===== config.mk =====
export PLATFORM = sky130hd
export DESIGN_NAME = onchip_debug_trace_module
export DESIGN_NICKNAME = d
export VERILOG_FILES = /design/src/debug_trace_pkg.sv /design/src/fifo_link_if.sv /design/src/onchip_debug_trace_module.sv /design/src/addr_comparator.sv /design/src/capture_fifo.sv
export SDC_FILE = /design/constraint.sdc
export NUM_CORES = 1
export LEC_CHECK = 0
export ABC_AREA = 0
export ABC_CLOCK_PERIOD_IN_PS = 3700
export BUFFER_PORTS_ARGS = -buffer_cell sky130_fd_sc_hd__buf_2
export CORE_AREA = 2 2 204 206
export CTS_CLUSTER_SIZE = 12
export DETAILED_ROUTE_END_ITERATION = 8
export DIE_AREA = 0 0 206 208
export GPL_TIMING_DRIVEN = 1
export PLACE_DENSITY = 0.44
export SKIP_LAST_GASP = 1
export SLEW_MARGIN = 0
export SYNTH_ARGS = -nofsm -noshare
export SYNTH_HDL_FRONTEND = slang
export SYNTH_HIERARCHICAL = 1
export SYNTH_SLANG_ARGS = --single-unit

===== constraint.sdc =====
create_clock -name core_clk -period 3.7 [get_ports core_clk]
set_input_delay 0.555 -clock core_clk [delete_from_list [all_inputs] [get_ports core_clk]]
set_output_delay 0.555 -clock core_clk [all_outputs]
set_load 0.02 [all_outputs]

===== src/debug_trace_pkg.sv =====
`default_nettype none
package debug_trace_pkg;
	// register index on the byte access port
	localparam logic [3:0] IDX_FORCE_RESET = 4'h0;
	localparam logic [3:0] IDX_CMP_A_HI = 4'h1;
	localparam logic [3:0] IDX_CMP_A_LO = 4'h2;
	localparam logic [3:0] IDX_CMP_B_HI = 4'h3;
	localparam logic [3:0] IDX_CMP_B_LO = 4'h4;
	localparam logic [3:0] IDX_FIFO_HI = 4'h5;
	localparam logic [3:0] IDX_FIFO_LO = 4'h6;
	localparam logic [3:0] IDX_CONTROL = 4'h7;
	// trace_control and force reset bit positions
	localparam int EN_BIT = 7;
	localparam int ARM_BIT = 6;
	localparam int TAG_BIT = 5;
	localparam int BRK_BIT = 4;
	localparam int RWA_BIT = 3;
	localparam int CMP_A_DIRECTION_ENABLE_BIT = 2;
	localparam int RWB_BIT = 1;
	localparam int CMP_B_DIRECTION_ENABLE_BIT = 0;
	localparam int FORCE_RESET_BIT = 0;
	// reset values
	localparam logic [7:0] CMP_RESET = 8'h00;
	localparam logic [5:0] CFG_RESET = 6'h00;
	localparam logic [15:0] FIFO_RESET = 16'h0000;
	localparam logic [7:0] READ_ZERO = 8'h00;
	// fifo depth and full count
	localparam int FIFO_DEPTH = 8;
	localparam logic [3:0] CNT_FULL = 4'h8;
	// trigger mode codes
	localparam logic [3:0] MODE_A_ONLY = 4'h0;
	localparam logic [3:0] MODE_A_OR_B = 4'h1;
	localparam logic [3:0] MODE_A_THEN_B = 4'h2;
	localparam logic [3:0] MODE_EVENT_B = 4'h3;
	localparam logic [3:0] MODE_A_THEN_EVENT_B = 4'h4;
	localparam logic [3:0] MODE_A_AND_B = 4'h5;
	localparam logic [3:0] MODE_A_NOT_B = 4'h6;
	localparam logic [3:0] MODE_INSIDE = 4'h7;
	localparam logic [3:0] MODE_OUTSIDE = 4'h8;
	typedef enum logic [1:0] {RUN_IDLE, RUN_SEEK, RUN_FILL} run_state_type;
endpackage : debug_trace_pkg
`default_nettype wire


===== src/fifo_link_if.sv =====
`timescale 1ns/1ps
`default_nettype none
interface fifo_link_if #(parameter int WIDTH = 16);
	logic shift_en;
	logic [WIDTH-1:0] shift_in;
	logic [WIDTH-1:0] head;
	modport ctrl (output shift_en, output shift_in, input head);
	modport store (input shift_en, input shift_in, output head);
endinterface : fifo_link_if
`default_nettype wire


===== src/onchip_debug_trace_module.sv =====
// Operation
// - force reset register takes background writes only, user writes ignored, reads zero
// - writing one to its bit 0 resets the whole MCU
// - comparator A value is two bytes, reset zero, always readable
// - comparator B value is two bytes, reset zero, always readable
// - comparator byte writes only take effect while not armed
// - eight bytes of registers in the normal memory map
// - fifo upper byte is read only and reads zero in event-only modes
// - reading fifo upper byte does not advance the fifo
// - each unarmed fifo lower byte read advances the fifo; writes ignored
// - event-only modes store bytes in the low half of each word
// - lower byte reads do not advance the fifo while armed
// - unarmed lower reads store last opcode fetch address at the last location
// - fifo is eight deep; ninth read returns what the first stored
// - control register is readable and writable at any time
// - enable bit 7 cannot become one while the MCU is secure
// - writing arm sets arm and its flag; run end or zero write clears
// - bit 5 picks tag or force break requests, only with break enabled
// - break at trigger for end trace, at fifo full for begin trace
// - bit 2 enables direction for A, bit 3 picks read or write
// - bit 0 enables direction for B, bit 1 picks read or write
// - run ends at fifo full for begin trace, at trigger for end trace
// - modes 0011 and 0100 are event-only, storing bytes on B events
`timescale 1ns/1ps
`default_nettype none
module onchip_debug_trace_module
	import debug_trace_pkg::*;
(
	input wire logic core_clk,
	input wire logic rst,
	input wire logic [3:0] reg_index,
	input wire logic reg_wr,
	input wire logic reg_rd,
	input wire logic [7:0] reg_wdata,
	input wire logic bdm_access,
	output logic [7:0] reg_rdata,
	input wire logic [15:0] cpu_addr,
	input wire logic [7:0] cpu_data,
	input wire logic cpu_valid,
	input wire logic cpu_read,
	input wire logic cpu_opfetch,
	input wire logic cpu_opexec,
	input wire logic [3:0] trig_mode,
	input wire logic begin_trace,
	input wire logic trigger_qualify_select,
	input wire logic secure,
	output logic break_request,
	output logic break_is_tag,
	output logic system_reset_req,
	output logic capture_active,
	output logic match_a_flag,
	output logic match_b_flag,
	output logic [3:0] fifo_valid_count
);
	logic [7:0] cmp_a_hi_r, cmp_a_lo_r, cmp_b_hi_r, cmp_b_lo_r;
	logic module_enable_bit_r;
	logic [5:0] cfg_r;
	run_state_type state_r, state_nxt;
	logic [3:0] cnt_r;
	logic a_seen_r, af_r, bf_r;
	logic [15:0] last_op_r;
	logic [7:0] rdata_r;
	logic brk_r, brk_tag_r, sys_reset_r, active_r;
	logic armed, qual, ha, hb, above_a, below_a, above_b, below_b;
	logic evmode, data_b, trig_ev, store_ev, capture, full_now, run_end;
	logic wr_ctrl, en_nxt, start_run, rd_lo;
	fifo_link_if #(.WIDTH(16)) link ();

	// access decode
	assign wr_ctrl = reg_wr && (reg_index == IDX_CONTROL);
	assign rd_lo = reg_rd && (reg_index == IDX_FIFO_LO);
	assign en_nxt = reg_wdata[EN_BIT] && (module_enable_bit_r || !secure);
	assign start_run = wr_ctrl && en_nxt && reg_wdata[ARM_BIT] && (state_r == RUN_IDLE);
	assign armed = (state_r != RUN_IDLE);

	// comparator value bytes, frozen while armed
	always_ff @(posedge core_clk or posedge rst) begin
		if (rst) begin
			cmp_a_hi_r <= CMP_RESET;
			cmp_a_lo_r <= CMP_RESET;
			cmp_b_hi_r <= CMP_RESET;
			cmp_b_lo_r <= CMP_RESET;
		end else if (reg_wr && !armed) begin
			if (reg_index == IDX_CMP_A_HI) begin
				cmp_a_hi_r <= reg_wdata;
			end else if (reg_index == IDX_CMP_A_LO) begin
				cmp_a_lo_r <= reg_wdata;
			end else if (reg_index == IDX_CMP_B_HI) begin
				cmp_b_hi_r <= reg_wdata;
			end else if (reg_index == IDX_CMP_B_LO) begin
				cmp_b_lo_r <= reg_wdata;
			end
		end
	end

	// control bits, writable at any time
	always_ff @(posedge core_clk or posedge rst) begin
		if (rst) begin
			module_enable_bit_r <= 1'b0;
			cfg_r <= CFG_RESET;
		end else if (wr_ctrl) begin
			module_enable_bit_r <= en_nxt;
			cfg_r <= reg_wdata[5:0];
		end
	end

	// comparators see only qualified bus cycles of an armed run
	assign qual = armed && cpu_valid && (!trigger_qualify_select || cpu_opexec);
	addr_comparator cmp_a (
		.value({cmp_a_hi_r, cmp_a_lo_r}),
		.addr(cpu_addr),
		.qualify(qual),
		.cpu_read(cpu_read),
		.dir_en(cfg_r[CMP_A_DIRECTION_ENABLE_BIT]),
		.dir(cfg_r[RWA_BIT]),
		.hit(ha),
		.above(above_a),
		.below(below_a)
	);

	addr_comparator cmp_b (
		.value({cmp_b_hi_r, cmp_b_lo_r}),
		.addr(cpu_addr),
		.qualify(qual),
		.cpu_read(cpu_read),
		.dir_en(cfg_r[CMP_B_DIRECTION_ENABLE_BIT]),
		.dir(cfg_r[RWB_BIT]),
		.hit(hb),
		.above(above_b),
		.below(below_b)
	);

	// trigger event per mode
	assign evmode = (trig_mode == MODE_EVENT_B) || (trig_mode == MODE_A_THEN_EVENT_B);
	assign data_b = qual && (cpu_data == cmp_b_lo_r);
	always_comb begin
		case (trig_mode)
			MODE_A_ONLY: trig_ev = ha;
			MODE_A_OR_B: trig_ev = ha || hb;
			MODE_A_THEN_B: trig_ev = a_seen_r && hb;
			MODE_A_AND_B: trig_ev = ha && data_b;
			MODE_A_NOT_B: trig_ev = ha && !data_b;
			MODE_INSIDE: trig_ev = qual && !below_a && !above_b;
			MODE_OUTSIDE: trig_ev = below_a || above_b;
			default: trig_ev = 1'b0;
		endcase
	end

	// event-only modes store B events, after A in the second one
	assign store_ev = hb && ((trig_mode == MODE_EVENT_B) || a_seen_r);
	always_comb begin
		if (evmode) begin
			capture = store_ev;
		end else begin
			capture = cpu_valid && cpu_opfetch &&
				((state_r == RUN_FILL) || (state_r == RUN_SEEK && !begin_trace));
		end
	end
	assign full_now = capture && (cnt_r == CNT_FULL - 4'h1);

	// run sequencing
	always_comb begin
		state_nxt = state_r;
		run_end = 1'b0;
		case (state_r)
			RUN_IDLE: begin
				state_nxt = RUN_IDLE;
			end
			RUN_SEEK: begin
				if (evmode) begin
					run_end = full_now;
				end else if (trig_ev && begin_trace) begin
					state_nxt = RUN_FILL;
				end else if (trig_ev) begin
					run_end = 1'b1;
				end
			end
			RUN_FILL: begin
				run_end = full_now;
			end
			default: begin
				state_nxt = RUN_IDLE;
			end
		endcase
		if (run_end) begin
			state_nxt = RUN_IDLE;
		end
		if (wr_ctrl && (!en_nxt || !reg_wdata[ARM_BIT])) begin
			state_nxt = RUN_IDLE;
		end else if (start_run) begin
			state_nxt = RUN_SEEK;
		end
	end

	always_ff @(posedge core_clk or posedge rst) begin
		if (rst) begin
			state_r <= RUN_IDLE;
			active_r <= 1'b0;
		end else begin
			state_r <= state_nxt;
			active_r <= (state_nxt != RUN_IDLE);
		end
	end

	// valid count, cleared at run start, saturates at full
	always_ff @(posedge core_clk or posedge rst) begin
		if (rst) begin
			cnt_r <= 4'h0;
		end else if (start_run) begin
			cnt_r <= 4'h0;
		end else if (capture && cnt_r != CNT_FULL) begin
			cnt_r <= cnt_r + 4'h1;
		end
	end

	// match flags, a set in the start cycle still lands
	always_ff @(posedge core_clk or posedge rst) begin
		if (rst) begin
			a_seen_r <= 1'b0;
			af_r <= 1'b0;
			bf_r <= 1'b0;
		end else begin
			a_seen_r <= (a_seen_r && !start_run) || ha;
			af_r <= (af_r && !start_run) || ha;
			bf_r <= (bf_r && !start_run) || hb;
		end
	end

	// most recent opcode fetch address for profiling
	always_ff @(posedge core_clk or posedge rst) begin
		if (rst) begin
			last_op_r <= FIFO_RESET;
		end else if (cpu_valid && cpu_opfetch) begin
			last_op_r <= cpu_addr;
		end
	end

	// fifo feed: captures while armed, profiling on unarmed reads
	assign link.shift_en = capture || (rd_lo && !armed);
	assign link.shift_in = capture ? (evmode ? {8'h00, cpu_data} : cpu_addr) : last_op_r;
	capture_fifo #(.DEPTH(FIFO_DEPTH), .WIDTH(16)) fifo (
		.core_clk(core_clk),
		.rst(rst),
		.link(link.store)
	);

	// break request, force reset pulse
	always_ff @(posedge core_clk or posedge rst) begin
		if (rst) begin
			brk_r <= 1'b0;
			brk_tag_r <= 1'b0;
			sys_reset_r <= 1'b0;
		end else begin
			brk_r <= run_end && cfg_r[BRK_BIT];
			brk_tag_r <= cfg_r[BRK_BIT] && cfg_r[TAG_BIT];
			sys_reset_r <= reg_wr && bdm_access && (reg_index == IDX_FORCE_RESET) &&
				reg_wdata[FORCE_RESET_BIT];
		end
	end

	// read data, taken before the fifo shifts
	always_ff @(posedge core_clk or posedge rst) begin
		if (rst) begin
			rdata_r <= READ_ZERO;
		end else if (reg_rd) begin
			if (reg_index == IDX_CMP_A_HI) begin
				rdata_r <= cmp_a_hi_r;
			end else if (reg_index == IDX_CMP_A_LO) begin
				rdata_r <= cmp_a_lo_r;
			end else if (reg_index == IDX_CMP_B_HI) begin
				rdata_r <= cmp_b_hi_r;
			end else if (reg_index == IDX_CMP_B_LO) begin
				rdata_r <= cmp_b_lo_r;
			end else if (reg_index == IDX_FIFO_HI) begin
				rdata_r <= evmode ? READ_ZERO : link.head[15:8];
			end else if (reg_index == IDX_FIFO_LO) begin
				rdata_r <= link.head[7:0];
			end else if (reg_index == IDX_CONTROL) begin
				rdata_r <= {module_enable_bit_r, armed, cfg_r};
			end else begin
				rdata_r <= READ_ZERO;
			end
		end
	end

	assign reg_rdata = rdata_r;
	assign break_request = brk_r;
	assign break_is_tag = brk_tag_r;
	assign system_reset_req = sys_reset_r;
	assign capture_active = active_r;
	assign match_a_flag = af_r;
	assign match_b_flag = bf_r;
	assign fifo_valid_count = cnt_r;
endmodule : onchip_debug_trace_module
`default_nettype wire


===== src/addr_comparator.sv =====
`timescale 1ns/1ps
`default_nettype none
module addr_comparator (
	input wire logic [15:0] value,
	input wire logic [15:0] addr,
	input wire logic qualify,
	input wire logic cpu_read,
	input wire logic dir_en,
	input wire logic dir,
	output logic hit,
	output logic above,
	output logic below
);
	logic dir_ok;
	// direction qualifier: dir 1 reads only, 0 writes only
	assign dir_ok = !dir_en || (dir == cpu_read);
	assign hit = qualify && dir_ok && (addr == value);
	assign above = qualify && dir_ok && (addr > value);
	assign below = qualify && dir_ok && (addr < value);
endmodule : addr_comparator
`default_nettype wire


===== src/capture_fifo.sv =====
`timescale 1ns/1ps
`default_nettype none
module capture_fifo
	import debug_trace_pkg::*;
#(
	parameter int DEPTH = FIFO_DEPTH,
	parameter int WIDTH = 16
) (
	input wire logic core_clk,
	input wire logic rst,
	fifo_link_if.store link
);
	logic [WIDTH-1:0] word_r [DEPTH];
	// shift toward the head, new word enters at the last location
	always_ff @(posedge core_clk or posedge rst) begin
		if (rst) begin
			for (int i = 0; i < DEPTH; i++) begin
				word_r[i] <= WIDTH'(FIFO_RESET);
			end
		end else if (link.shift_en) begin
			for (int i = 0; i < DEPTH - 1; i++) begin
				word_r[i] <= word_r[i+1];
			end
			word_r[DEPTH-1] <= link.shift_in;
		end
	end
	assign link.head = word_r[0];
endmodule : capture_fifo
`default_nettype wire


==> results of run 1 <==
metrics by stage:
stage / util, % / setup slack (ps) / total power, mW
2_1_floorplan: - / 683 / 3.38
3_3_place_gp: 26.7 / 293 / 3.73
3_5_place_dp: 26.7 / 272 / 3.75
4_1_cts: 28.7 / 506 / 6.21
5_1_grt: 28.7 / 360 / 6.45
6_report: 28.7 / 533 / 6.11
sequential cells by signal, summed over array words and instances (netlist names), 4 cells and up:
signal / cells
cmp_b_hi_r: 8
last_op_r: 16
fifo/link.head: 16
cmp_a_lo_r: 8
fifo/word_r: 112
cmp_b_lo_r: 8
cfg_r: 6
reg_rdata: 8
fifo_valid_count: 4
cmp_a_hi_r: 8
area by class of cell:
type | count | area [um2] | share of cell area, %
clock inverters | 9 | 111 | 0.957
repair buffers | 87 | 531 | 4.56
flip-flops and latches | 204 | 5100 | 43.9
well taps | 532 | 666 | 5.72
inverters | 50 | 193 | 1.66
clock buffers | 35 | 712 | 6.12
multi-input cells | 499 | 4320 | 37.1
worst reg2reg max path: stages (launching register included):
cell	delay, ps
dfrtp_1	400
inv_1	90
ha_1	310
and4_1	250
nand3_1	100
or2_2	310
nor2_1	190
nand2b_1	120
a21o_1	190
nor2b_1	180
nand2_4	180
buf_4	340
mux2_2	390
how the worst min path moves through the flow:
stage | to | slack (ps) | depth (start not counted)
CTS | reg_rdata[0]$_DFFE_PP0P_ | 30 | 2
global placement | match_a_flag$_DFF_PP0_ | 460 | 1
floorplan | break_is_tag$_DFF_PP0_ | 460 | 1
global route | cmp_a_hi_r[0]$_DFFE_PP0P_ | 50 | 2
finish | cmp_a_hi_r[0]$_DFFE_PP0P_ | 40 | 2
detailed placement | match_a_flag$_DFF_PP0_ | 460 | 1
metal layers:
metal	wire, um	track usage [%]
met5	0	0
met3	1080	1.50
met4	636	3.28
met1	13000	18.5
met2	10500	17.1
power groups by stage:
stage               sequential [mW]  clock (mW)  combinational [mW]
floorplan                      2.74           0               0.646
global route                   2.82        2.59                1.03
CTS                            2.78        2.49               0.938
detailed placement             2.82           0               0.933
finish                         2.78        2.41               0.921
global placement               2.81           0               0.915
==> results.txt, run 1 <==
The run finished with clean final reports. Excluding fillers, the count of instances in the completed layout stands at 1416. The mean post-synth cell area is 12.4 um2, and the final critical-path required period is 3170 ps. For the worst setup path, the data required time is 4100 ps.

Across the run, the number of max-cap violations was 0. After clock tree synthesis, the repair step resized 0 gates. The depth of the CTS H-tree is 1.

The run gives 1372 as the instance count after placement with tap cells included. For the worst-case hold slack, the log shows 37.1 ps. For flop-to-flop paths, the worst setup slack is 530 ps. The total number of placement rows is 74, and the vias per cell is 4.46. The clock passes through at most 3 buffers.

In this run the count of I/O pins placed on the die edge is 70. STA classifies the critical path endpoint as a register. The count of nets left with antenna violations once routing finished came out at 0. The repair_antennas step left the layout with diodes totalling 0.

The sequential power share was 45.5%; the largest fanout of any net on the critical path was 26. The count of input and output buffers works out to 69. Setup violations remaining at the end of the flow were counted as 0. The headroom to the max-slew limit was 45.5%.

The total CTS buffers is 24. The slew at the pin with the worst max-slew slack is 813 ps. Traced cell by cell, the critical path runs through inv_1 -> ha_1 -> and4_1 -> nand3_1 -> or2_2 -> nor2_1 -> nand2b_1 -> a21o_1 -> nor2b_1 -> nand2_4 -> buf_4 -> mux2_2. The cell count after synthesis is 805, and the number of failing hold endpoints at the final stage is 0. The number of global-route vias before repair was 6461; the first-pass GRT wire length was 39400 um. Compared with the post-synthesis result, the final layout area differs by 16.2%.

The number of iterations in the first detailed-routing pass was 4. At the worst endpoint, the arrival time is 3570 ps. The die covers 42800 um2. The run gives 10000 um2 as the synthesized area. The HPWL reported at the end of detailed placement came out at 18800 um. TritonCTS built the clock tree.

The run gives 6 as the number of warning messages in the yosys log. Counting both buffers and inverters, the worst setup path holds a total of 2. First-iteration detailed-routing DRC count: 390.

The end of the critical path is fifo/word_r[5]$_DFFE_PP0P_. The post-place instance area is 10800 um2, and the power share of the clock group is 39.4%. For the number of remaining DRC errors, the log shows 0.

For the total routing resource utilization after global routing, the log shows 11.9%. Chip width: 206 um. The run gives 5.44 nW as the leakage power summed over all cells.

The tools report the setup TNS after final layout as 0 ps. The startpoint type of the worst setup path is a register. The total overflow left after global routing is 0.

The later pin in the worst-skew pair is clocked with a latency of 520 ps. The tools report the reported net switching power as 1.62 mW. Measured in cells, the most critical reg-to-reg path has a length of 12.

In the finished design, the share of the clock period the worst path needs comes to 85.6%. The clock tree root driver cell is clkbuf_16. On the final layout, the worst clock skew is 17.4 ps. The die is 208 um tall. Leaving out fill and tap cells, the most frequent cells in the layout are 204 x dfrtp_1, 182 x mux2_2, 69 x buf_2. After clock tree synthesis, the clock-pin slew on the worst setup and hold paths is 60 ps. Entering global routing, the biggest net connects 101 pins. The highest-delay cell along the critical path was dfrtp_1. The kind of cell adding the most delay to the critical path is simple AND/OR/NAND/NOR gates.

After filler insertion, the fill cell instance count of the layout stands at 4180. Dividing the detail-routed wire length by the instance count gives 17.8 um. The number of nets produced by synthesis was 894; the power share of the combinational group was 15.1%. Static timing analysis puts the maximum clock frequency at 316 MHz. For this design the ratio of total power to cell area is 525 nW/um2.

Setup repair after global routing left no endpoint under its margin. The switching part of the total power came out at 26.6%. The initial antenna violation count is 0, and the number of max-slew violations in the final report is 0.

The tools report the post-CTS setup buffer count as 0. Kind of critical path: reg -> reg. After routing the design area is 11600 um2.

Final RePlAce weighted congestion: 0.816. The routed layout has 6321 vias. The core region is 40600 um2. Summed over all layers, the routed wires come to 25200 um. The post-route netlist has 37.0% of its cells at a drive strength greater than 1.

In this run the number of cells on the critical path is 12. The internal portion of the total power is 4.48 mW. The net count of the finished layout is 955. The largest single stage delay on the critical path is 400 ps. The type of the tightest min-delay check is in -> async. The most common cell after layout, fill and taps aside was dfrtp_1. The endpoint of the lowest-slack register-to-register path is fifo/word_r[5]$_DFFE_PP0P_. Once the floorplan was initialized, standard cells occupied 24.7% of the core. In this run the critical register-to-register path is launched from cmp_b_hi_r[3]$_DFFE_PP0P_. The post-cts hold buffer count is 0.

The largest vdd supply drop came out at 0.387 mV. For this design, the sink count on the clock tree is 204. Tracing the worst setup path back leads to its startpoint at cmp_b_hi_r[3]$_DFFE_PP0P_.
Note: power is estimated with default switching activity, not from simulation.
==> run 2: changes to the inputs <==
- ABC_CLOCK_PERIOD_IN_PS: 3700 -> 4100
- PLACE_DENSITY: 0.44 -> 0.42
- clock period: 3.7 -> 4.1 ns (I/O delays scaled with it)
==> run 2 against run 1 <==
Final cell count fell by 0.35%. Total power fell by 11%. First-iteration DRC count fell by 37%. Wire length rose by 4.3%. Highest routed layer unchanged. Combinational power fell by 10%. Die area did not move. Critical path depth did not move. Via count fell by 1.4%. Flip-flop and latch count did not move. Sequential share of layout area rose by 0.29 points.
==> results.txt, run 2 (synthesis results as in run 1) <==
The worst setup path is launched from a register. The flow ran to the end, and the final reports show no timing, DRC or antenna violations. OpenSTA, run right after detailed placement, puts the worst setup slack at 327 ps. Hold timing on the final database bottoms out at a slack of 243 ps.

The initial antenna violation count is 1. The number of top-level pins was 70; the number of iterations in the first detailed-routing pass was 4. The clock reaches the later pin of the worst-skew pair after 540 ps. The data arrival at the endpoint of the critical path was 4000 ps. The type of destination of the critical path was a register. On the final layout, the worst clock skew is 20.2 ps. The tools report the number of remaining DRC errors as 0. Measured along the x axis, the die boundary spans 206 um. After routing the design area is 11600 um2.

The total CTS buffers was 25; the aggregate routed wire length was 26300 um. The minimum setup slack in the final design came out at 509 ps. Detailed routing inserted a total of 6235 vias.

The largest net degree at the start of global routing was 83; the post-CTS setup buffer count was 0. The total routing resource utilization after global routing is 12.5%, and the number of endpoints failing setup at the final stage is 0. At the pin with the least slew margin, the transition time is 1020 ps. The number of sinks driven by the clock tree was 204. Routed wire length per instance: 18.6 um. From synthesis to final layout, the design area changed by 15.4%.

The largest fanout of any net on the critical path was 36. The final critical-path required period is 3590 ps, and the first-pass GRT wire length is 40900 um. 0 antenna diodes ended up in the layout. The tools report the number of global-route vias before repair as 6425.

The detail route stage leaves a number of antenna-violating nets equal to 0. In this run the cell area measured after placement is 10800 um2. The setup TNS after final layout is 0 ps. For this configuration, the core starts out at a cell density of 24.7%. The die is 208 um tall.

The number of max-slew violations in the final report was 0; the HPWL reported at the end of detailed placement was 19700 um. The logs give 278 MHz for the maximum clock frequency and 4510 ps for the required time reported for the critical path endpoint. The initialized floorplan defines 74 standard-cell rows. In the layout the commonest cells are 204 x dfrtp_1, 182 x mux2_2, 69 x buf_2. After detailed routing, the number of vias per cell comes to 4.42. The flip-flop count of the largest register, all copies and words added works out to 112. Ranked by flip-flop count, first place goes to fifo/word_r. The count of input and output buffers was 69; the headroom to the max-slew limit was 31.8%. The clock tree root driver cell was clkbuf_16. Across the VDD grid, the largest voltage drop is 0.285 mV. The overall die area was 42800 um2. The area of the placeable core is 40600 um2, and the number of failing hold endpoints at the final stage is 0. Clock-pin slew was measured on the worst setup and hold paths at 60 ps. Quantity of gates resized following cts: 0.

TritonCTS built the clock tree. The first-iteration detailed-routing DRC count is 244, and the share of the clock period used by the worst path is 87.6%. By startpoint and endpoint, the worst setup path is classified as reg -> reg. After clock tree synthesis, the flow added hold-fix buffers numbering 0.

Setup repair after global routing left no endpoint under its margin. Across the run, the number of max-cap violations was 0. After global routing the overflow that remains totals 0.

Once layout is complete, the utilization of the core stands at 28.5%. The library cell used most frequently in the layout, excluding fill and tap cells, is dfrtp_1. In the final layout, the share of cells above drive strength 1 is 36.4%. Dividing total power by cell area gives a power density of 472 nW/um2. The congestion estimate from routability-driven global placement came to 0.838.

For the final layout net count, the log shows 951. The type of the tightest min-delay check is in -> async. For this design the static power due to leakage is 5.40 nW. The number of buffers on the longest clock path is 3, and the depth of the CTS H-tree is 1.
==> run 2: cell count changes in the layout (fill, tap and decap cells not counted), sizes merged <==
cell	before	now
buf	87	82
bufinv	2	0
clkbuf	35	38
clkinv	6	4
clkinvlp	3	1
inv	48	51
==> run 2: where the power goes <==
| group | internal (mW) | leakage, nW | switching [mW] |
|---|---|---|---|
| registers | 2.30 | 2.69 | 0.208 |
| logic | 0.404 | 2.32 | 0.421 |
| clock network | 1.25 | 0.392 | 0.867 |
| total | 3.96 | 5.40 | 1.50 |
==> run 2: metrics by stage <==
stage | std cells | total power, mW
2_1_floorplan | 805 | 3.05
3_3_place_gp | 1367 | 3.36
3_5_place_dp | 1367 | 3.38
4_1_cts | 1411 | 5.57
5_1_grt | 1411 | 5.77
6_report | 1411 | 5.46
==> run 2: layout make-up <==
class	instances	area [um2]
Fill cell	4211	29000
Tap cell	532	666
Sequential cell	204	5100
Clock buffer	38	744
Inverter	50	194
Timing Repair Buffer	82	480
Clock inverter	6	51.3
Multi-Input combinational cell	499	4320
==> run 2: final timing paths <==
path / startpoint / slack, ps / end / cells past startpoint
setup / recovery: cmp_b_lo_r[7]$_DFFE_PP0P_ / 510 / fifo/word_r[11]$_DFFE_PP0P_ / 12
hold / removal: rst / 240 / fifo/word_r[71]$_DFFE_PP0P_ / 2
setup reg to reg: cmp_b_lo_r[7]$_DFFE_PP0P_ / 510 / fifo/word_r[11]$_DFFE_PP0P_ / 12
hold reg to reg: match_a_flag$_DFF_PP0_ / 480 / match_a_flag$_DFF_PP0_ / 1
max in group asynchronous: rst / 2860 / last_op_r[0]$_DFFE_PP0P_ / 3
min in group core_clk: bdm_access / 370 / system_reset_req$_DFF_PP0_ / 2
==> run 2: routing by layer <==
| metal | wire [um] | global-route usage, % | vias up |
|---|---|---|---|
| met2 | 11400 | 18.6 | 94 |
| met1 | 13100 | 18.6 | 3121 |
| met5 | 0 | 0 | - |
| li1 | - | - | 2983 |
| met4 | 505 | 3.15 | 0 |
| met3 | 1270 | 2.21 | 37 |
==> run 2: critical path, cell delays in order, from the launching register on <==
cell and delay (ps):
dfrtp_1 470, inv_1 80, ha_1 340, and4_1 200, nand3_1 90, or2_2 130
nor2_1 70, nand2b_1 100, a21o_1 120, nor2b_1 770, nand2_4 440, buf_12 330
mux2_2 290
